File: config.mk
export PLATFORM = sky130hd
export DESIGN_NAME = tsf_ctrl
export DESIGN_NICKNAME = d
export VERILOG_FILES = /design/src/tsf_pkg.sv /design/src/tsf_ctrl.sv /design/src/tsf_sync.sv
export VERILOG_INCLUDE_DIRS = /design/src
export SDC_FILE = /design/constraint.sdc
export NUM_CORES = 1
export LEC_CHECK = 0
export BUFFER_PORTS_ARGS = -buffer_cell sky130_fd_sc_hd__buf_2
export CORE_ASPECT_RATIO = 1.25
export CORE_MARGIN = 10
export CORE_UTILIZATION = 56
export CTS_CLUSTER_DIAMETER = 40
export DETAILED_ROUTE_END_ITERATION = 12
export PLACE_DENSITY = 0.72
export SYNTH_ARGS = -nofsm -noshare
export SYNTH_HDL_FRONTEND = slang
export SYNTH_SLANG_ARGS = --single-unit
File: constraint.sdc
create_clock -name clk_in -period 3.6 [get_ports clk_in]
set_input_delay 0.18 -clock clk_in [delete_from_list [all_inputs] [get_ports clk_in]]
set_output_delay 0.18 -clock clk_in [all_outputs]
set_load 0.02 [all_outputs]
File: src/tsf_cfg.svh
// Purpose: constants for the ranging sensor control block
// Assumes: 125 MHz core clock
// Notes: indices are 16-bit register indices on the serial bus
`ifndef TSF_CFG_SVH
`define TSF_CFG_SVH

// ==========================================================
// bus address and register indices
`define TSF_DEV_ADDR 7'h29
`define TSF_IDX_CTRL 16'h0000
`define TSF_IDX_IRQ_CLR 16'h0001
`define TSF_IDX_STATUS 16'h0002
`define TSF_IDX_RES_HI 16'h0003
`define TSF_IDX_RES_LO 16'h0004
`define TSF_GEN_BASE 16'h0010
`define TSF_GEN_DEPTH 16

// ==========================================================
// field positions and reset values
`define TSF_CTRL_RUN_BIT 0
`define TSF_IRQ_CLR_BIT 0
`define TSF_STAT_IRQ_BIT 0
`define TSF_STAT_RUN_BIT 1
`define TSF_PIN_RST 3'h3
`define TSF_RESULT_RST 16'h0000

// ==========================================================
// timing
`define TSF_CLK_PERIOD_NS 8
`define TSF_BOOT_TIME_NS 1200000
`define TSF_RANGE_TIME_NS 33000000
`define TSF_BOOT_CYCLES (`TSF_BOOT_TIME_NS / `TSF_CLK_PERIOD_NS)
`define TSF_RANGE_CYCLES (`TSF_RANGE_TIME_NS / `TSF_CLK_PERIOD_NS)
`define TSF_SETTLE_CYCLES 2'h3

`endif

File: src/tsf_pkg.sv
// Purpose: types shared by the ranging sensor control block
// Assumes: nothing
// Notes: constants live in tsf_cfg.svh
package tsf_pkg;

    // ==========================================================
    // device power and ranging states
    typedef enum logic [2:0] {
        TSF_POWER_UP,
        TSF_HW_STANDBY,
        TSF_BOOT,
        TSF_SW_STANDBY,
        TSF_RANGING,
        TSF_HOLD
    } tsf_dev_state_t;

    // ==========================================================
    // serial bus byte phases
    typedef enum logic [2:0] {
        TSF_BUS_IDLE,
        TSF_BUS_RX,
        TSF_BUS_ACK,
        TSF_BUS_TX,
        TSF_BUS_HACK
    } tsf_bus_phase_t;

    // synchronised pin levels
    typedef struct packed {
        logic shutdown_n;
        logic scl;
        logic sda;
    } tsf_pins_t;

    // register write strobe
    typedef struct packed {
        logic en;
        logic [15:0] idx;
        logic [7:0] data;
    } tsf_wr_t;

endpackage

File: src/tsf_ctrl.sv
// Purpose: ranging sensor control: serial target port and device state machine
// Assumes: pins asynchronous to clk_in; bus clock far slower than clk_in
// Notes: measurement itself is modelled by a timer and a result counter
// Function
// - shutdown low holds hardware standby; rising starts boot; falling returns
// - start command enters continuous ranging; stop returns to software standby
// - next measurement begins automatically only after interrupt is cleared
// - boot completes within 1.2 ms; no commands accepted before
// - shutdown tied high goes from power-up through boot to standby
// - default ranging repeats every 33 ms, about 30 Hz
// - result raises open-drain low interrupt, also visible in status
// - uncleared interrupt holds ranging between measurements; a start command from software standby ignores it and overwrites the result
// - bus lines only driven low, released otherwise
// - answer address with write byte 0x52, read byte 0x53
// - bytes of eight bits, each followed by receiver acknowledge
// - sample incoming data on serial clock rising edges
// - start is data falling, stop data rising, while clock high
// - repeated start begins a new message, address re-evaluated
// - acknowledge own address by pulling data low; latch direction
// - write message sends 16-bit index after address
// - each data byte after index is acknowledged then stored
// - read loads indexed register, shifts out on falling clock edges
// - index increments by one after each data byte
// - multi-byte values ascend in index, most significant byte first
`timescale 1ns/1ps
`default_nettype none
`include "tsf_cfg.svh"

module tsf_ctrl
    import tsf_pkg::*;
#(
    parameter int BOOT_CYCLES = `TSF_BOOT_CYCLES,
    parameter int RANGE_CYCLES = `TSF_RANGE_CYCLES,
    parameter int GEN_DEPTH = `TSF_GEN_DEPTH
) (
    // clock and reset
    input wire logic clk_in,
    input wire logic nrst_in,
    // shutdown pin from host
    input wire logic shutdown_n_in,
    // serial bus
    input wire logic scl_in,
    input wire logic sda_in,
    output logic sda_out,
    output logic sda_oe_out,
    // open-drain result interrupt
    output logic result_irq_n_out,
    output logic result_irq_n_oe_out
);

    localparam int AW = $clog2(GEN_DEPTH);

    // ==========================================================
    // pin synchronisation and edge detection
    tsf_pins_t pin_raw;
    tsf_pins_t pin;
    logic scl_q;
    logic sda_q;

    assign pin_raw = '{shutdown_n: shutdown_n_in, scl: scl_in, sda: sda_in};

    tsf_sync #(
        .WIDTH(3),
        .RST_VAL(`TSF_PIN_RST)
    ) u_sync (
        .clk_in(clk_in),
        .nrst_in(nrst_in),
        .d_in(pin_raw),
        .q_out(pin)
    );

    // previous levels for edges
    always_ff @(posedge clk_in or negedge nrst_in)
    begin
        if (!nrst_in)
        begin
            scl_q <= 1'b1;
            sda_q <= 1'b1;
        end
        else
        begin
            scl_q <= pin.scl;
            sda_q <= pin.sda;
        end
    end

    // bus events
    wire scl_rise = pin.scl & ~scl_q;
    wire scl_fall = ~pin.scl & scl_q;
    wire start_det = scl_q & pin.scl & sda_q & ~pin.sda;
    wire stop_det = scl_q & pin.scl & ~sda_q & pin.sda;

    // ==========================================================
    // device state and bus target state
    tsf_dev_state_t state;
    tsf_dev_state_t next_state;
    logic [31:0] cnt;
    logic [31:0] next_cnt;
    logic [1:0] settle;
    logic irq_pend;
    logic next_irq;
    logic run_cmd;
    logic [15:0] result;

    tsf_bus_phase_t phase;
    tsf_bus_phase_t next_phase;
    logic [3:0] bit_cnt;
    logic [3:0] next_bit_cnt;
    logic [1:0] byte_no;
    logic [1:0] next_byte_no;
    logic rw;
    logic next_rw;
    logic [15:0] idx;
    logic [15:0] next_idx;
    logic [7:0] rx_shift;
    logic [7:0] tx_shift;
    logic [7:0] next_tx;
    logic host_nack;
    logic next_nack;
    logic sda_drive;
    tsf_wr_t bus_wr;
    logic [7:0] gen_mem [GEN_DEPTH];

    // ==========================================================
    // register decode
    wire bus_on = (state == TSF_SW_STANDBY) | (state == TSF_RANGING) |
                  (state == TSF_HOLD);
    wire running = (state == TSF_RANGING) | (state == TSF_HOLD);
    wire addr_hit = rx_shift[7:1] == `TSF_DEV_ADDR;
    // shift only data bits; the ack bit must not disturb the byte
    wire rx_take = scl_rise & (phase == TSF_BUS_RX);
    wire wr_ctrl = bus_wr.en & (bus_wr.idx == `TSF_IDX_CTRL);
    wire start_cmd = wr_ctrl & bus_wr.data[`TSF_CTRL_RUN_BIT];
    wire stop_cmd = wr_ctrl & ~bus_wr.data[`TSF_CTRL_RUN_BIT];
    wire irq_clr = bus_wr.en & (bus_wr.idx == `TSF_IDX_IRQ_CLR) &
                   bus_wr.data[`TSF_IRQ_CLR_BIT];
    wire [15:0] rd_off = idx - `TSF_GEN_BASE;
    wire [15:0] wr_off = bus_wr.idx - `TSF_GEN_BASE;
    wire rd_gen_hit = rd_off < 16'(GEN_DEPTH);
    wire wr_gen_hit = bus_wr.en & (wr_off < 16'(GEN_DEPTH));
    wire [7:0] status_byte = {6'h00, running, irq_pend};

    // read data for the current index, result high byte first
    wire [7:0] rd_byte =
        (idx == `TSF_IDX_CTRL) ? {7'h00, run_cmd} :
        (idx == `TSF_IDX_STATUS) ? status_byte :
        (idx == `TSF_IDX_RES_HI) ? result[15:8] :
        (idx == `TSF_IDX_RES_LO) ? result[7:0] :
        rd_gen_hit ? gen_mem[rd_off[AW-1:0]] : 8'h00;

    // ==========================================================
    // bus target next-state logic
    always_comb
    begin
        next_phase = phase;
        next_bit_cnt = bit_cnt;
        next_byte_no = byte_no;
        next_rw = rw;
        next_idx = idx;
        next_tx = tx_shift;
        next_nack = host_nack;
        bus_wr = '0;
        if (!bus_on || stop_det)
        begin
            next_phase = TSF_BUS_IDLE;
        end
        else if (start_det)
        begin
            // new or repeated start re-reads the address
            next_phase = TSF_BUS_RX;
            next_bit_cnt = 4'h0;
            next_byte_no = 2'h0;
        end
        else
        begin
            unique case (phase)
                TSF_BUS_IDLE:
                begin
                    next_phase = TSF_BUS_IDLE;
                end
                TSF_BUS_RX:
                begin
                    if (scl_rise)
                    begin
                        next_bit_cnt = bit_cnt + 4'h1;
                    end
                    else if (scl_fall && bit_cnt == 4'h8)
                    begin
                        next_bit_cnt = 4'h0;
                        if (byte_no != 2'h0)
                        begin
                            next_phase = TSF_BUS_ACK;
                        end
                        else if (addr_hit)
                        begin
                            next_phase = TSF_BUS_ACK;
                            next_rw = rx_shift[0];
                        end
                        else
                        begin
                            next_phase = TSF_BUS_IDLE;
                        end
                    end
                end
                TSF_BUS_ACK:
                begin
                    if (scl_fall)
                    begin
                        next_phase = TSF_BUS_RX;
                        next_byte_no = (byte_no == 2'h3) ? 2'h3 : byte_no + 2'h1;
                        unique case (byte_no)
                            2'h0:
                            begin
                                if (rw)
                                begin
                                    next_phase = TSF_BUS_TX;
                                    next_tx = rd_byte;
                                end
                            end
                            2'h1: next_idx = {rx_shift, idx[7:0]};
                            2'h2: next_idx = {idx[15:8], rx_shift};
                            2'h3:
                            begin
                                bus_wr = '{en: 1'b1, idx: idx, data: rx_shift};
                                next_idx = idx + 16'h0001;
                            end
                        endcase
                    end
                end
                TSF_BUS_TX:
                begin
                    if (scl_rise)
                    begin
                        next_bit_cnt = bit_cnt + 4'h1;
                    end
                    else if (scl_fall)
                    begin
                        if (bit_cnt == 4'h8)
                        begin
                            next_phase = TSF_BUS_HACK;
                            next_bit_cnt = 4'h0;
                            next_idx = idx + 16'h0001;
                        end
                        else
                        begin
                            next_tx = {tx_shift[6:0], 1'b1};
                        end
                    end
                end
                TSF_BUS_HACK:
                begin
                    if (scl_rise)
                    begin
                        next_nack = pin.sda;
                    end
                    else if (scl_fall)
                    begin
                        if (host_nack)
                        begin
                            next_phase = TSF_BUS_IDLE;
                        end
                        else
                        begin
                            next_phase = TSF_BUS_TX;
                            next_tx = rd_byte;
                        end
                    end
                end
            endcase
        end
    end

    // bus target registers
    always_ff @(posedge clk_in or negedge nrst_in)
    begin
        if (!nrst_in)
        begin
            phase <= TSF_BUS_IDLE;
            bit_cnt <= 4'h0;
            byte_no <= 2'h0;
            rw <= 1'b0;
            idx <= 16'h0000;
            rx_shift <= 8'h00;
            tx_shift <= 8'hFF;
            host_nack <= 1'b1;
            sda_drive <= 1'b0;
        end
        else
        begin
            phase <= next_phase;
            bit_cnt <= next_bit_cnt;
            byte_no <= next_byte_no;
            rw <= next_rw;
            idx <= next_idx;
            rx_shift <= rx_take ? {rx_shift[6:0], pin.sda} : rx_shift;
            tx_shift <= next_tx;
            host_nack <= next_nack;
            sda_drive <= (next_phase == TSF_BUS_ACK) |
                         ((next_phase == TSF_BUS_TX) & ~next_tx[7]);
        end
    end

    // ==========================================================
    // general byte storage, one entry per index
    for (genvar g = 0; g < GEN_DEPTH; g++)
    begin : g_mem
        always_ff @(posedge clk_in or negedge nrst_in)
        begin
            if (!nrst_in)
                gen_mem[g] <= 8'h00;
            else if (wr_gen_hit && wr_off[AW-1:0] == AW'(g))
                gen_mem[g] <= bus_wr.data;
        end
    end

    // ==========================================================
    // device state machine
    always_comb
    begin
        next_state = state;
        if (state != TSF_POWER_UP && !pin.shutdown_n)
        begin
            next_state = TSF_HW_STANDBY;
        end
        else
        begin
            unique case (state)
                TSF_POWER_UP:
                    if (settle == `TSF_SETTLE_CYCLES)
                        next_state = pin.shutdown_n ? TSF_BOOT : TSF_HW_STANDBY;
                TSF_HW_STANDBY:
                    next_state = TSF_BOOT;
                TSF_BOOT:
                    if (cnt == 32'(BOOT_CYCLES - 1))
                        next_state = TSF_SW_STANDBY;
                TSF_SW_STANDBY:
                    if (start_cmd)
                        next_state = TSF_RANGING;
                TSF_RANGING:
                    if (stop_cmd)
                        next_state = TSF_SW_STANDBY;
                    else if (cnt == 32'(RANGE_CYCLES - 1))
                        next_state = TSF_HOLD;
                TSF_HOLD:
                    if (stop_cmd)
                        next_state = TSF_SW_STANDBY;
                    else if (!irq_pend)
                        next_state = TSF_RANGING;
            endcase
        end
    end

    // timer restarts on every state change
    wire timed = (state == TSF_BOOT) | (state == TSF_RANGING);
    wire meas_done = (state == TSF_RANGING) & (next_state == TSF_HOLD);
    wire enter_hw = next_state == TSF_HW_STANDBY;
    assign next_cnt = (next_state != state || !timed) ? 32'h0 : cnt + 32'h1;
    // set wins over clear
    assign next_irq = meas_done | (irq_pend & ~irq_clr & ~enter_hw);

    // device registers
    always_ff @(posedge clk_in or negedge nrst_in)
    begin
        if (!nrst_in)
        begin
            state <= TSF_POWER_UP;
            cnt <= 32'h0;
            settle <= 2'h0;
            irq_pend <= 1'b0;
            run_cmd <= 1'b0;
            result <= `TSF_RESULT_RST;
        end
        else
        begin
            state <= next_state;
            cnt <= next_cnt;
            settle <= (state == TSF_POWER_UP) ? settle + 2'h1 : settle;
            irq_pend <= next_irq;
            run_cmd <= enter_hw ? 1'b0 : (wr_ctrl ? bus_wr.data[0] : run_cmd);
            result <= meas_done ? result + 16'h0001 : result;
        end
    end

    // ==========================================================
    // open-drain outputs, driven low only
    assign sda_out = 1'b0;
    assign sda_oe_out = sda_drive;
    assign result_irq_n_out = 1'b0;
    assign result_irq_n_oe_out = irq_pend;

endmodule // tsf_ctrl

`default_nettype wire

File: src/tsf_sync.sv
// Purpose: two-flop synchroniser for asynchronous pins
// Assumes: each bit is an independent level
// Notes: reset value per bit chosen by parameter
`timescale 1ns/1ps
`default_nettype none

module tsf_sync #(
    parameter int WIDTH = 3,
    parameter logic [WIDTH-1:0] RST_VAL = '0
) (
    // clock and reset
    input wire logic clk_in,
    input wire logic nrst_in,
    // levels
    input wire logic [WIDTH-1:0] d_in,
    output logic [WIDTH-1:0] q_out
);

    logic [WIDTH-1:0] meta;

    // ==========================================================
    // one pair of flops per bit
    for (genvar g = 0; g < WIDTH; g++)
    begin : g_bit
        always_ff @(posedge clk_in or negedge nrst_in)
        begin
            if (!nrst_in)
            begin
                meta[g] <= RST_VAL[g];
                q_out[g] <= RST_VAL[g];
            end
            else
            begin
                meta[g] <= d_in[g];
                q_out[g] <= meta[g];
            end
        end
    end

endmodule // tsf_sync

`default_nettype wire
==> flow_metrics.tcl <==
set metrics [dict create \
    finalHoldViolCount 0 \
    cap_violations 0 \
    dpl.hpwl_mm 18.2 \
    fp.coreArea_um2 20200 \
    synthXorXnorAreaFrac_pct 3.56 \
    period_needed_ns 3.03 \
    synth.yosys.seq_area_share_pct 51.0 \
    cts.root.buffer_cell "sky130_fd_sc_hd__clkbuf_16" \
    synth_area_per_cell_um2 10.4 \
    worst_pin_slew_ns 0.914 \
    synth_top_cells_by_count "220 x sky130_fd_sc_hd__dfrtp_1, 165 x sky130_fd_sc_hd__nand2_1, 152 x sky130_fd_sc_hd__o21ai_0" \
    power_density_nw_per_um2 469 \
    multi_input_comb_area_um2 5320 \
    yosys.area_share.simple_pct 17.5 \
    clockBufferDepth 3 \
    cts_tree "built" \
    clock_pin_slew_worst_setup_and_hold_paths_ns 0.06 \
    crit_path_end_kind "flop" \
    grt_pass1_vias 8815 \
    maximum_number_of_pins_on_one_net_before_global_route_repair 87 \
    initial_utilization_pct 57.1 \
    clock.fmax_mhz 330 \
    routed-via-count 8570 \
    gpl.final_weighted_congestion 0.903 \
    dpl.cell_count 1347 \
    post_drt_wl_per_cell_um 19.3 \
    netlist_area_um2 11600 \
    timing.critical_path.from "scl_q$_DFF_PN1_" \
    worst_hold_slack_ns 0.200 \
    synth_fa_ha_area_share_pct 1.19 \
    rsz_0062_raised_after_global_routing "no" \
    synth_compound_area_share_pct 12.1 \
    number_of_primary_i_o_pins 9 \
    detailedRoute.firstIterationViolations 778 \
    drt-vias-per-instance 6.09 \
    finalCoreUtilization_pct 63.9 \
    post_synth_mux_area_share_pct 11.5 \
    syn2layout_area_growth_pct 11.8 \
    route.detailed.drc 0 \
    globalRouteOverflowTotal 0 \
    reg2reg_slack_ns 0.57 \
    die_height_um 181 \
    maxSlewViolCount 0 \
    cts_repair_resize_count 0 \
    design.die.area_um2 26800 \
    setup_viol 0 \
    synthDominantAreaCellType "sky130_fd_sc_hd__dfrtp_1" \
    final-instance-count-excl-fill 1407 \
    antenna_cells_inserted 0 \
    numPortBuffers 6 \
    die_width_um 149 \
    drtAntennaViolNets 0 \
    grt_antenna_before_repair 0 \
    timing.hold.worst.class "input pin to asynchronous set/reset pin" \
    cts_inserted_buffers 30 \
    nets 1129 \
    global_route.usage.total_pct 20.7 \
    area_share_of_the_largest_cell_type_after_synthesis_pct 47.6 \
    synth.area.top_cells "sky130_fd_sc_hd__dfrtp_1 48%, sky130_fd_sc_hd__mux4_2 7.6%, sky130_fd_sc_hd__o21ai_0 6.6%" \
    slew_headroom_pct 38.6 \
    worst_skew_pair.late_latency_ns 0.55 \
    crit_arrival_ns 3.45 \
    placement_rows 58 \
    rr_startpoint "scl_q$_DFF_PN1_" \
    worst_setup_path_start_kind "flop" \
    ff_latch_area_um2 5900 \
    static-leakage-power_nw 5.55 \
    setup_tns_ns 0 \
    drt_pass1_iterations 5 \
    synth_top_family_by_area "simple AND/OR/NAND/NOR gates" \
    cp_max_fo 12 \
    htreeDepth 1 \
    cp.required_ns 4.02 \
    yosys_warnings 0 \
    r2r_cells 7 \
    outcome "completed" \
    ys_ff_latch 235 \
    worst_clock_skew_ns 0.0246 \
    filler_instances 1597 \
    first_pass_grt_wire_length_mm 46.0 \
    final_layout_size_suffix_gt1_share_pct 16.6 \
    worst_setup_path_endpoint "gen_mem[99]$_DFFE_PN0P_" \
    synth_cells 1115 \
    final.period_utilization_pct 84.3 \
    detail_route.wirelength_mm 27.1 \
    ys.flop_type "sky130_fd_sc_hd__dfrtp_1" \
    vdd_drop_max_v 0.000577 \
    critical_path.reg2reg.endpoint "gen_mem[99]$_DFFE_PN0P_" \
    synth_most_common_cell "sky130_fd_sc_hd__dfrtp_1" \
    synth.lib_cells_used.distinct 74 \
    ys_async_sr_fraction_pct 100 \
    edff_count_synth 0 \
    cts.sink_count 235 \
    setup.worst_path.class "flop to flop" \
]
critical path, cell delays in order, from the launching register on:
cell	delay, ns
sky130_fd_sc_hd__dfstp_2	0.54
sky130_fd_sc_hd__ha_1	0.23
sky130_fd_sc_hd__nor4bb_1	0.33
sky130_fd_sc_hd__o221ai_1	0.28
sky130_fd_sc_hd__nor2_2	0.45
sky130_fd_sc_hd__and3_1	0.31
sky130_fd_sc_hd__nand2_1	0.35
sky130_fd_sc_hd__mux2_2	0.41
layout make-up:
cell class / count / area share [%]
clock buffer: 39 / 6.77
multi-input combinational: 796 / 41.1
timing repair buffer: 30 / 1.88
sequential: 235 / 45.6
clock inverter: 17 / 1.47
tap: 270 / 2.61
inverter: 20 / 0.580
registers in the layout, summed over array words and instances (netlist names):
name and count:
gen_mem 128, cnt 32, idx 16, result 16
rx_shift 8, tx_shift 8, bit_cnt 4, phase 3
state 3, u_sync.meta 3, u_sync.q_out 3, byte_no 2
settle 2, host_nack 1, result_irq_n_oe_out 1, run_cmd 1
rw 1, scl_q 1, sda_oe_out 1, sda_q 1
logic make-up (layout without fill, tap and decap cells):
group	count (synthesis)	count (layout)
AND/OR/NAND/NOR	415	415
AO/OA/AOI/OAI	242	242
flip-flops	235	235
buffers and inverters	85	106
multiplexers	79	79
XOR/XNOR	47	47
adder cells (fa/ha/maj)	11	11
other	1	2
worst min path at each step:
| stage | cells past startpoint | start | slack (ns) | endpoint |
|---|---|---|---|---|
| floorplan | 0 | nrst_in | -0.12 | bit_cnt[0]$_DFFE_PN0P_ |
| global placement | 1 | nrst_in | 0.21 | cnt[17]$_DFF_PN0_ |
| detailed placement | 1 | nrst_in | 0.22 | cnt[17]$_DFF_PN0_ |
| CTS | 2 | nrst_in | 0.25 | cnt[17]$_DFF_PN0_ |
| global route | 2 | nrst_in | 0.29 | cnt[17]$_DFF_PN0_ |
| finish | 2 | nrst_in | 0.20 | cnt[17]$_DFF_PN0_ |
where the power goes:
group	total [mW]	internal, mW	switching (mW)
Sequential	2.74	2.68	0.0608
Combinational	0.275	0.0946	0.181
Clock	3.06	1.82	1.23
Total	6.07	4.60	1.47
stage by stage:
stage | setup WS (ns) | area [um2] | power, mW
CTS | 0.583 | 12900 | 6.11
finish | 0.566 | 12900 | 6.07
floorplan | 0.864 | 11600 | 2.95
global route | 0.132 | 12900 | 6.27
global placement | 0.650 | 11800 | 3.05
detailed placement | 0.590 | 11800 | 3.06
per-layer routing:
metal / part of all wire [%] / up-vias / GRT usage (%)
met5: 0 / - / 0
met4: 3.6 / 0 / 7.98
met3: 5.4 / 76 / 3.79
met2: 50 / 247 / 33.7
met1: 41 / 4271 / 26.7
li1: - / 3976 / -
cell usage in the layout, fill, tap and decap left out, drive strengths merged, types with 23 or more instances in the layout:
| master | instances |
|---|---|
| dfrtp | 220 |
| nand2 | 165 |
| o21ai | 153 |
| nor2 | 82 |
| mux4 | 39 |
| clkbuf | 39 |
| mux2 | 38 |
| nand3 | 36 |
| a21oi | 29 |
| buf | 26 |
| xnor2 | 24 |
| and3 | 23 |
| xor2 | 23 |
repair_timing:
item,4_1_cts,5_1_grt
hold buffers,4,0
setup buffers,0,0
endpoints found under the hold margin,82,0
Note: power is estimated with default switching activity, not from simulation.
